==> src/fpshs_defs.svh <==
`ifndef FPSHS_DEFS_SVH
`define FPSHS_DEFS_SVH

// Primary and extended opcodes
`define FPSHS_OP_FS_UPD       6'h35
`define FPSHS_OP_EXT          6'h1f
`define FPSHS_OP_HALF         6'h2c
`define FPSHS_XO_FS_UPD_IDX   10'h2b7
`define FPSHS_XO_FS_IDX       10'h297
`define FPSHS_XO_HALF_REV     10'h396

// Field positions, little-endian bit numbers of the instruction word
`define FPSHS_PRI_HI          31
`define FPSHS_PRI_LO          26
`define FPSHS_SRC_HI          25
`define FPSHS_SRC_LO          21
`define FPSHS_BASE_HI         20
`define FPSHS_BASE_LO         16
`define FPSHS_IDX_HI          15
`define FPSHS_IDX_LO          11
`define FPSHS_XO_HI           10
`define FPSHS_XO_LO           1
`define FPSHS_DISP_HI         15
`define FPSHS_DISP_LO         0

// Double to single conversion thresholds (biased double exponent)
`define FPSHS_EXP_SGL_MIN     11'h380
`define FPSHS_EXP_DENORM_MIN  11'h36a
`define FPSHS_EXP_SHIFT_BASE  11'h381

// Reset values
`define FPSHS_RST_WORD        32'h0000_0000
`define FPSHS_RST_REG         5'h00

`endif

==> src/fpshs_pkg.sv <==
`default_nettype none
package fpshs_pkg;

	typedef enum logic [1:0] {
		FPSHS_IDLE = 2'b00,
		FPSHS_READ = 2'b01,
		FPSHS_MEM  = 2'b11,
		FPSHS_WB   = 2'b10
	} fpshs_state_t;

	typedef enum logic [2:0] {
		FPSHS_K_NONE       = 3'h0,
		FPSHS_K_FS_UPD     = 3'h1,
		FPSHS_K_FS_UPD_IDX = 3'h2,
		FPSHS_K_FS_IDX     = 3'h3,
		FPSHS_K_HALF       = 3'h4,
		FPSHS_K_HALF_REV   = 3'h5
	} fpshs_kind_t;

	typedef struct packed {
		fpshs_kind_t kind;
		logic [4:0]  src_field;
		logic [4:0]  base_reg_field;
		logic [4:0]  index_reg_field;
		logic [15:0] disp;
	} fpshs_op_t;

	// One store toward memory; data of a halfword sits in [15:0], [15:8] at the lower address
	typedef struct packed {
		logic        valid;
		logic        is_half;
		logic [31:0] effective_address;
		logic [31:0] data;
	} fpshs_store_t;

	typedef struct packed {
		logic        en;
		logic [4:0]  addr;
		logic [31:0] data;
	} fpshs_gpr_wr_t;

endpackage
`default_nettype wire

==> src/fpshs_unit.sv <==
// Notes on behaviour
// - Primary opcode 53 is float single store with update, displacement form.
// - Opcode 31, extended 695 is float single store with update, indexed.
// - Opcode 31, extended 663 is float single indexed store, no update.
// - Primary opcode 44 is halfword store, displacement form.
// - Opcode 31, extended 918 is byte-reversed indexed halfword store.
// - Float stores convert the register to single and store one word.
// - Displacement sign-extended; added to base unless base field is zero.
// - Indexed address is base plus index, or index alone when base field zero.
// - Update forms write address to nonzero base only without alignment/storage fault.
// - Float stores leave float status and condition field 0 untouched.
// - Halfword stores write the low sixteen source bits.
// - Byte-reversed store swaps the two bytes of that halfword.
// - Halfword stores leave fixed-point exception and condition field 0 untouched.
`timescale 1ns/1ps
`default_nettype none
`include "fpshs_defs.svh"

module fpshs_unit (
	// Clock and reset
	input  wire logic                    sys_clk_i,
	input  wire logic                    rst_b_i,
	// Instruction issue
	input  wire logic                    issue_valid_i,
	input  wire logic [31:0]             issue_instr_i,
	output logic                         issue_ready_o,
	output logic                         done_o,
	output logic                         unknown_o,
	output logic                         fault_o,
	// Register file read, data valid in the same cycle as the address
	output logic [4:0]                   gpr_rd_a_addr_o,
	output logic [4:0]                   gpr_rd_b_addr_o,
	input  wire logic [31:0]             gpr_rd_a_data_i,
	input  wire logic [31:0]             gpr_rd_b_data_i,
	output logic [4:0]                   fpr_rd_addr_o,
	input  wire logic [63:0]             fpr_rd_data_i,
	// Base register write-back
	output fpshs_pkg::fpshs_gpr_wr_t     gpr_wr_o,
	// Memory store port
	output fpshs_pkg::fpshs_store_t      store_o,
	input  wire logic                    store_ack_i,
	input  wire logic                    align_fault_i,
	input  wire logic                    storage_fault_i
);

	fpshs_pkg::fpshs_state_t  state;
	fpshs_pkg::fpshs_state_t  next_state;
	fpshs_pkg::fpshs_op_t     op;
	fpshs_pkg::fpshs_op_t     next_op;
	fpshs_pkg::fpshs_store_t  next_store;
	fpshs_pkg::fpshs_gpr_wr_t next_gpr_wr;
	logic                     next_issue_ready;
	logic                     next_done;
	logic                     next_unknown;
	logic                     next_fault;
	logic [4:0]               next_gpr_rd_a_addr;
	logic [4:0]               next_gpr_rd_b_addr;
	logic [4:0]               next_fpr_rd_addr;
	fpshs_pkg::fpshs_op_t     dec;
	logic [31:0]              addr_calc;

	function automatic fpshs_pkg::fpshs_op_t decode(input logic [31:0] ins);
		fpshs_pkg::fpshs_op_t d;
		logic [5:0]           pri;
		logic [9:0]           xo;
		pri = ins[`FPSHS_PRI_HI:`FPSHS_PRI_LO];
		xo = ins[`FPSHS_XO_HI:`FPSHS_XO_LO];
		d.src_field = ins[`FPSHS_SRC_HI:`FPSHS_SRC_LO];
		d.base_reg_field = ins[`FPSHS_BASE_HI:`FPSHS_BASE_LO];
		d.index_reg_field = ins[`FPSHS_IDX_HI:`FPSHS_IDX_LO];
		d.disp = ins[`FPSHS_DISP_HI:`FPSHS_DISP_LO];
		d.kind = fpshs_pkg::FPSHS_K_NONE;
		// Bit 0 is never looked at for the indexed forms
		if (pri == `FPSHS_OP_FS_UPD) begin
			d.kind = fpshs_pkg::FPSHS_K_FS_UPD;
		end else if (pri == `FPSHS_OP_HALF) begin
			d.kind = fpshs_pkg::FPSHS_K_HALF;
		end else if (pri == `FPSHS_OP_EXT) begin
			case (xo)
				`FPSHS_XO_FS_UPD_IDX: d.kind = fpshs_pkg::FPSHS_K_FS_UPD_IDX;
				`FPSHS_XO_FS_IDX:     d.kind = fpshs_pkg::FPSHS_K_FS_IDX;
				`FPSHS_XO_HALF_REV:   d.kind = fpshs_pkg::FPSHS_K_HALF_REV;
				default:              d.kind = fpshs_pkg::FPSHS_K_NONE;
			endcase
		end
		return d;
	endfunction

	// Double to single rounding is truncation, as the store conversion demands no rounding
	function automatic logic [31:0] to_single(input logic [63:0] dbl);
		logic [10:0] exp;
		logic [52:0] mant;
		logic [10:0] sh;
		logic [31:0] w;
		exp = dbl[62:52];
		mant = {1'b1, dbl[51:0]};
		sh = 11'h000;
		w = {dbl[63:62], dbl[58:29]};
		if (exp <= `FPSHS_EXP_SGL_MIN && exp >= `FPSHS_EXP_DENORM_MIN) begin
			// Too small for a normal single: denormalise into the fraction
			sh = `FPSHS_EXP_SHIFT_BASE - exp;
			mant = mant >> sh;
			w = {dbl[63], 8'h00, mant[51:29]};
		end
		return w;
	endfunction

	function automatic logic is_update(input fpshs_pkg::fpshs_kind_t k);
		return (k == fpshs_pkg::FPSHS_K_FS_UPD) || (k == fpshs_pkg::FPSHS_K_FS_UPD_IDX);
	endfunction

	function automatic logic is_half(input fpshs_pkg::fpshs_kind_t k);
		return (k == fpshs_pkg::FPSHS_K_HALF) || (k == fpshs_pkg::FPSHS_K_HALF_REV);
	endfunction

	function automatic logic is_disp(input fpshs_pkg::fpshs_kind_t k);
		return (k == fpshs_pkg::FPSHS_K_FS_UPD) || (k == fpshs_pkg::FPSHS_K_HALF);
	endfunction

	assign dec = decode(issue_instr_i);

	always_comb begin
		logic [31:0] offset;
		logic [31:0] base;
		// Base field zero means the value zero, not register zero
		base = (op.base_reg_field == 5'h00) ? 32'h0000_0000 : gpr_rd_a_data_i;
		offset = gpr_rd_b_data_i;
		if (is_disp(op.kind)) begin
			offset = {{16{op.disp[15]}}, op.disp};
		end
		addr_calc = base + offset;
	end

	always_comb begin
		next_state = state;
		next_op = op;
		next_store = store_o;
		next_gpr_wr = gpr_wr_o;
		next_issue_ready = issue_ready_o;
		next_done = 1'b0;
		next_unknown = 1'b0;
		next_fault = 1'b0;
		next_gpr_rd_a_addr = gpr_rd_a_addr_o;
		next_gpr_rd_b_addr = gpr_rd_b_addr_o;
		next_fpr_rd_addr = fpr_rd_addr_o;
		next_gpr_wr.en = 1'b0;
		case (state)
			fpshs_pkg::FPSHS_IDLE: begin
				if (issue_valid_i && issue_ready_o) begin
					if (dec.kind == fpshs_pkg::FPSHS_K_NONE) begin
						next_unknown = 1'b1;
						next_done = 1'b1;
					end else begin
						next_op = dec;
						next_gpr_rd_a_addr = dec.base_reg_field;
						// Halfword source comes from port B in displacement form
						next_gpr_rd_b_addr = is_disp(dec.kind) ? dec.src_field : dec.index_reg_field;
						next_fpr_rd_addr = dec.src_field;
						next_issue_ready = 1'b0;
						next_state = fpshs_pkg::FPSHS_READ;
					end
				end
			end
			fpshs_pkg::FPSHS_READ: begin
				next_store.valid = 1'b1;
				next_store.effective_address = addr_calc;
				next_store.is_half = is_half(op.kind);
				if (op.kind == fpshs_pkg::FPSHS_K_HALF_REV) begin
					next_store.data = {16'h0000, gpr_rd_b_data_i[7:0], gpr_rd_b_data_i[15:8]};
				end else if (is_half(op.kind)) begin
					next_store.data = {16'h0000, gpr_rd_b_data_i[15:0]};
				end else begin
					next_store.data = to_single(fpr_rd_data_i);
				end
				// Indexed halfwords need a third read unless the index field is the source field; source reread on port B
				if (op.kind == fpshs_pkg::FPSHS_K_HALF_REV && gpr_rd_b_addr_o != op.src_field) begin
					next_store.valid = 1'b0;
					next_op.disp = addr_calc[15:0];
					next_gpr_wr.data = addr_calc;
					next_gpr_rd_b_addr = op.src_field;
					next_state = fpshs_pkg::FPSHS_WB;
				end else begin
					next_gpr_wr.data = addr_calc;
					next_state = fpshs_pkg::FPSHS_MEM;
				end
			end
			fpshs_pkg::FPSHS_WB: begin
				// Source now readable; address was kept from the first pass
				next_store.valid = 1'b1;
				next_store.effective_address = gpr_wr_o.data;
				next_store.is_half = 1'b1;
				next_store.data = {16'h0000, gpr_rd_b_data_i[7:0], gpr_rd_b_data_i[15:8]};
				next_state = fpshs_pkg::FPSHS_MEM;
			end
			fpshs_pkg::FPSHS_MEM: begin
				if (store_ack_i) begin
					next_store.valid = 1'b0;
					next_done = 1'b1;
					next_fault = align_fault_i || storage_fault_i;
					next_issue_ready = 1'b1;
					next_state = fpshs_pkg::FPSHS_IDLE;
					// Address write-back only; no status or condition register port exists
					if (is_update(op.kind) && op.base_reg_field != 5'h00
						&& !align_fault_i && !storage_fault_i) begin
						next_gpr_wr.en = 1'b1;
						next_gpr_wr.addr = op.base_reg_field;
					end
				end
			end
			default: begin
				next_state = fpshs_pkg::FPSHS_IDLE;
				next_issue_ready = 1'b1;
				next_store.valid = 1'b0;
			end
		endcase
	end

	always_ff @(posedge sys_clk_i or negedge rst_b_i) begin
		if (!rst_b_i) begin
			state <= fpshs_pkg::FPSHS_IDLE;
			op <= '0;
			store_o <= '0;
			gpr_wr_o <= '0;
			issue_ready_o <= 1'b1;
			done_o <= 1'b0;
			unknown_o <= 1'b0;
			fault_o <= 1'b0;
			gpr_rd_a_addr_o <= `FPSHS_RST_REG;
			gpr_rd_b_addr_o <= `FPSHS_RST_REG;
			fpr_rd_addr_o <= `FPSHS_RST_REG;
		end else begin
			state <= next_state;
			op <= next_op;
			store_o <= next_store;
			gpr_wr_o <= next_gpr_wr;
			issue_ready_o <= next_issue_ready;
			done_o <= next_done;
			unknown_o <= next_unknown;
			fault_o <= next_fault;
			gpr_rd_a_addr_o <= next_gpr_rd_a_addr;
			gpr_rd_b_addr_o <= next_gpr_rd_b_addr;
			fpr_rd_addr_o <= next_fpr_rd_addr;
		end
	end

endmodule

`default_nettype wire

==> config.mk <==
export PLATFORM = sky130hd
export DESIGN_NAME = fpshs_unit
export DESIGN_NICKNAME = d
export VERILOG_FILES = /design/src/fpshs_pkg.sv /design/src/fpshs_unit.sv
export VERILOG_INCLUDE_DIRS = /design/src
export SDC_FILE = /design/constraint.sdc
export NUM_CORES = 1
export LEC_CHECK = 0
export ABC_CLOCK_PERIOD_IN_PS = 4400
export BUFFER_PORTS_ARGS = -buffer_cell sky130_fd_sc_hd__buf_4
export CELL_PAD_IN_SITES_DETAIL_PLACEMENT = 2
export CELL_PAD_IN_SITES_GLOBAL_PLACEMENT = 2
export CORE_UTILIZATION = 31
export DETAILED_ROUTE_END_ITERATION = 10
export PLACE_DENSITY_LB_ADDON = 0.25
export SETUP_SLACK_MARGIN = 0.02
export SYNTH_ARGS = -nofsm -noshare
export SYNTH_HDL_FRONTEND = slang
export SYNTH_SLANG_ARGS = --single-unit
==> constraint.sdc <==
create_clock -name sys_clk_i -period 4.4 [get_ports sys_clk_i]
set_clock_uncertainty 0.1 [all_clocks]
set_input_delay 1.1 -clock sys_clk_i [delete_from_list [all_inputs] [get_ports sys_clk_i]]
set_output_delay 1.1 -clock sys_clk_i [all_outputs]
set_load 0.1 [all_outputs]
### Yosys cells after proc, flatten, opt, wreduce, memory -nomap -nowiden

Index checks and enable logic that the tools add are counted.
W data, S select, Z words.

| word-level totals | value |
|---|---|
| register bits | 144 |
| bits of input ports | 166 |
| output and inout port bits | 123 |
| logic and storage cells | 111 |

| operators by class | value |
|---|---|
| add/subtract/negate cells | 2 |
| magnitude comparators | 2 |
| eq/ne operators | 20 |
| shift operators | 1 |
| multiplexer cells | 41 |
| bitwise operators | 1 |
| reductions and logical operators | 27 |

Operator list:

| kind | count |
|---|---|
| $pmux W65 S2 | 1 |
| $mux W32 | 4 |
| $shr A53 B11 Y52 | 1 |
| $mux W16 | 3 |
| $add A32 B32 Y32 | 1 |
| $pmux W16 S2 | 1 |
| $mux W31 | 1 |
| $eq A10 B10 Y1 const B | 3 |
| $mux W5 | 4 |
| $mux W6 | 3 |
| $eq A6 B6 Y1 const B | 2 |
| $mux W1 | 12 |
| $ge A11 B10 Y1 const B | 1 |
| $le A11 B10 Y1 const B | 1 |
| $sub A10 B11 Y11 const A | 1 |
| $pmux W5 S2 | 1 |
| $eq A3 B3 Y1 const B | 3 |
| $mux W3 | 3 |
| $pmux W3 S3 | 1 |
| $reduce_and A3 Y1 | 3 |
| $ne A2 B2 Y1 const B | 4 |
| $pmux W2 S4 | 1 |
| $reduce_and A4 Y1 | 2 |
| $eq A3 B1 Y1 const B | 2 |
| other kinds (19) | 35 |

### Logic depth before layout (Yosys ltp)

| logic depth | value |
|---|---|
| word-level depth | 11 |
| depth in mapped cells | 16 |
| depth with buffers taken out | 15 |

### Worst setup path after synthesis

Ideal clock, no wire load.

| timing path | value |
|---|---|
| path type | input-to-reg |
| start point | input fpr_rd_data_i[53] |
| end point | register store_o[6] in the netlist's numbering |
| setup time | 92 ps |
| arrival | 3789 ps |
| data required time | 4208 ps |
| slack | 419 ps |
| stages | 13 |
| buffers on the path | 3 |
| cells stage by stage | buf_2 > clkinv_1 > buf_1 > ha_1 > nor3b_2 > a32oi_1 > or3_1 > buf_2 > a211oi_4 > and2b_1 > o22ai_1 > and3_1 > o31ai_2 |

| between the ends | value |
|---|---|
| cells in the longest elaborated chain, start to end | 6 |
| elaborated cells between the ends (all ways) | 9 |
| those cells by class | add/sub (1); order compare (2); shift (1); mux (4); reduce/logical (1) |

Ends and longest elaborated chain:

| element | RTL line | RTL |
|---|---|---|
| from (decl) | fpshs_unit.sv:36 | `input wire logic [63:0] fpr_rd_data_i,` |
| $sub A10 B11 Y11 (no line), or another cell as far along | n/a |  |
| $shr A53 B11 Y52 or $logic_and A1 B1 Y1 (tied branches) | n/a |  |
| $mux W31 (*) | fpshs_unit.sv:99 | `` if (exp <= `FPSHS_EXP_SGL_MIN && exp >= `FPSHS_EXP_DENORM_MIN) begin `` |
| $mux W32 (*) | fpshs_unit.sv:170 | `end else if (is_half(op.kind)) begin` |
| $mux W32 (*) | fpshs_unit.sv:168 | `if (op.kind == fpshs_pkg::FPSHS_K_HALF_REV) begin` |
| $pmux W65 S2 (*) | fpshs_unit.sv:147 | `case (state)` |
| to (signal assigned) | fpshs_unit.sv:234 | `store_o <= next_store;` |
| to (decl) | fpshs_unit.sv:40 | `output fpshs_pkg::fpshs_store_t store_o,` |

Every way passes the cells marked *; elsewhere a longest branch is shown, timed or not.
A chain may end at the register's enable or synchronous reset.

### Final worst setup path

| timing path | value |
|---|---|
| start point | register op[21] in the netlist's numbering |
| end point | register store_o[56] in the netlist's numbering |

| between the ends | value |
|---|---|
| cells in the longest elaborated chain, start to end | 4 |

Ends and longest elaborated chain:

| element | RTL line | RTL |
|---|---|---|
| from (decl) | fpshs_unit.sv:48 | `fpshs_pkg::fpshs_op_t op;` |
| from (signal assigned) | fpshs_unit.sv:233 | `op <= next_op;` |
| $logic_not A5 Y1 | fpshs_unit.sv:126 | `base = (op.base_reg_field == 5'h00) ? 32'h0000_0000 : gpr_rd_a_data_i;` |
| $mux W32 | fpshs_unit.sv:126 |  |
| $add A32 B32 Y32 | fpshs_unit.sv:131 | `addr_calc = base + offset;` |
| $pmux W65 S2 | fpshs_unit.sv:147 |  |

No other way between the ends.

==> reports/qor.csv <==
stage,metric,value,unit
status,outcome,"finished, final reports clean",
drt,routed_wl,42600,µm
die,io_pins,289,
clock_tree,cts.sinks,144,
logic_synthesis,syn_area,0.0104,mm²
logic_synthesis,synth_cells,1185,
worst_setup_path,crit_path_start_kind,flop,
flow_run,max_cap_violations,0,
drt,wl_per_cell,22.9,µm
worst_setup_path,worstPathCellList,or4_1 -> nor2_2 -> buf_12 -> nor2b_1 -> ha_1 -> inv_1 -> fa_1 -> nor2b_1 -> o31a_1 -> o22ai_2 -> o211ai_1 -> a31oi_1 -> o21ba_2 -> mux2_2 -> a221o_1,
die,initial_utilization,0.318,
clock_tree,clockRootBuffer,clkbuf_16,
drt,drtIter0Drc,440,
timing,setup_ws,244,ps
drt,vias,10300,
min_path,holdCritStartpoint,op[3],
place,portBuffers,259,
logic_synthesis,ys_warn_count,0,
logic_synthesis,synth_nets,1389,
worst_setup_path,path_class,flop to flop,
clock_tree,post_cts_buffers,0,
timing,setup_violations,0,
power_and_ir_drop,irDropWorstVdd,0.680,mV
logic_synthesis,async_flop_share,1.00,
timing,worst_pin_slew,932,ps
finish,syn_to_final_growth,29.5,%
finish,antenna_cells,0,
worst_setup_path,cp.arrival,4380,ps
min_path,worstHoldEndpoint,op[3],
clock_tree,clkSlewWorstSetupHoldPaths,60,ps
logic_synthesis,synth_cell_types,77,
timing,drv_slew,0,
power_and_ir_drop,powerDensity,916,mW/mm²
die,die_height,186,µm
clock_tree,htree_levels,4,
drt,detail-route-antenna-nets,0,
clock_tree,cts_tree,yes,
logic_synthesis,synth_area_leaders,"dfrtp_1 (34%), nand2_1 (5.1%), mux2_2 (4.9%)",
clock_tree,clockBufferDepth,2,
worst_setup_path,slowest_delay,590,ps
worst_setup_path,timing.rr.end,store_o[56],
worst_setup_path,critPathSlowestCell,or4_1,
logic_synthesis,synth_area_leader_cell,dfrtp_1,
worst_setup_path,cpMostUsedCell,nor2b_1,
place,dp_slack,119,ps
finish,fin_nets,1613,
timing,fin_crit_sh,0.945,
logic_synthesis,yosysSeqAreaShare,0.345,
worst_setup_path,cpLargestDelayFamily,compound AO/OA/AOI/OAI gates,
timing,hold_violations,0,
clock_tree,numCtsBuffers,17,
drt,drt-pass1-iter-count,5,
logic_synthesis,synthFlopType,dfrtp_1,
worst_setup_path,r2r_start,op[21],
finish,fin_util,0.412,
die,core_area,0.0329,mm²
min_path,hold_class,flop to flop,
timing,rsz0062_at_grt,true,
clock_tree,clock_latency,440,ps
place,gp_congestion,0.860,
place,hpwl,32300,µm
drt,viasPerCell,5.52,
drt,route.detailed.drc,0,
worst_setup_path,cp_num_buf_inv,2,
global_route,track_usage,0.251,
timing,slew_headroom,0.374,
power_and_ir_drop,power_leakage,0.00648,µW
logic_synthesis,synth-edff-count,0,
logic_synthesis,synth_commonest_cells,"dfrtp_1 (143), nand2_1 (142), a21oi_1 (94)",
worst_setup_path,r2r_slack,240,ps
worst_setup_path,end_kind,flop,
global_route,grt-ovfl-total,0,
worst_setup_path,reg2reg_depth,15,
logic_synthesis,syn-mean-instance-area,8.82,µm²
finish,drive_gt1_frac,0.284,
timing,post-route-min-period,4160,ps
die,die_x,186,µm
global_route,grt_pass1_vias,11100,
global_route,antenna_found_initial,1,
logic_synthesis,synth.ff_latch_count,144,
die,die-area,0.0344,mm²
global_route,grt_max_degree,63,
timing,fmax,241,MHz
logic_synthesis,yosysMostFrequentCell,dfrtp_1,
worst_setup_path,crit_fanout,32,
min_path,holdPathStages,2,
logic_synthesis,synth_top_cell_area_share,0.343,
die,num_rows,66,
global_route,grt_pass1_wl,65100,µm
worst_setup_path,crit_required,4620,ps
==> worst reg2reg max path, cell delays in order, from the launching register on <==
cell and delay (ps):
dfrtp_1 410, or4_1 590, nor2_2 170, buf_12 200, nor2b_1 90, ha_1 260
inv_1 90, fa_1 210, nor2b_1 70, o31a_1 280, o22ai_2 200, o211ai_1 190
a31oi_1 310, o21ba_2 260, mux2_2 350, a221o_1 270
==> layout make-up <==
cell class	instances	area, µm²
clock buffer	20	457
clock inverter	11	210
fill	3749	19300
inverter	28	105
multi-input combinational	929	6390
sequential	144	3600
tap	442	553
timing repair buffer	289	2210
==> cells by family after synthesis <==
kind of cell             count (synthesis)  share of synthesized area
AO/OA/AOI/OAI                          348                      0.222
XOR/XNOR                                33                     0.0277
adder cells (fa/ha/maj)                 38                     0.0462
buffers and inverters                  112                     0.0467
flip-flops                             144                      0.345
multiplexers                           109                      0.127
AND/OR/NAND/NOR                        401                      0.185
==> layout by cell type, fill, tap and decap left out, drive strengths merged, types with 9 or more instances in the layout <==
cell     instances
buf            289
dfrtp          143
nand2          142
a21oi           94
nor2            91
o21ai           73
nor2b           51
mux2i           50
mux2            45
a21o            42
ha              37
inv             27
xnor2           21
and3            20
nand3           20
clkbuf          20
nor3            19
o2bb2ai         14
mux4            14
a221oi          14
o21a            13
nand2b          13
xor2            12
a31oi           11
o31ai           11
o211ai           9
a22oi            9
a211oi           9
or3              9
==> registers in the layout, indices dropped and copies added, names as in the netlist, 2 cells and up <==
signal / count
gpr_rd_b_addr_o: 5
state: 2
gpr_wr_o: 38
op: 29
store_o: 66
==> through the flow <==
step	hold slack [ps]	TNS (ps)	total power [µW]	instances	area (µm²)
2_1_floorplan	342	0	8500	1185	10400
3_3_place_gp	362	0	10600	1832	12900
3_5_place_dp	373	0	10700	1832	12900
4_1_cts	386	0	12500	1863	13500
5_1_grt	401	-1.97	13000	1863	13500
6_report	382	0	12400	1863	13500
==> power by group <==
| part | internal, µW | switching, µW | total (µW) |
|---|---|---|---|
| sequential | 1930 | 428 | 2360 |
| combinational | 2100 | 6240 | 8340 |
| clock | 1090 | 600 | 1690 |
| total | 5120 | 7270 | 12400 |
==> how the worst max path moves through the flow <==
stage	start	to	depth (start not counted)
detailed placement	gpr_rd_a_data_i[0]	store_o[58]	13
CTS	op[21]	store_o[56]	15
global placement	gpr_rd_a_data_i[0]	store_o[58]	13
global route	op[33]	store_o[58]	16
finish	op[21]	store_o[56]	15
floorplan	fpr_rd_data_i[53]	store_o[6]	13
==> metal layers <==
metal	vias up	GRT usage	part of all wire
li1	4725	-	-
met1	5261	0.312	0.43
met2	241	0.432	0.50
met3	48	0.0548	0.053
met4	0	0.0738	0.022
met5	-	0	0
==> what timing repair did <==
item	4_1_cts	5_1_grt
resized for setup	0	4
hold buffers	0	0
setup endpoints to repair	0	3
(Power assumes the default switching activity.)
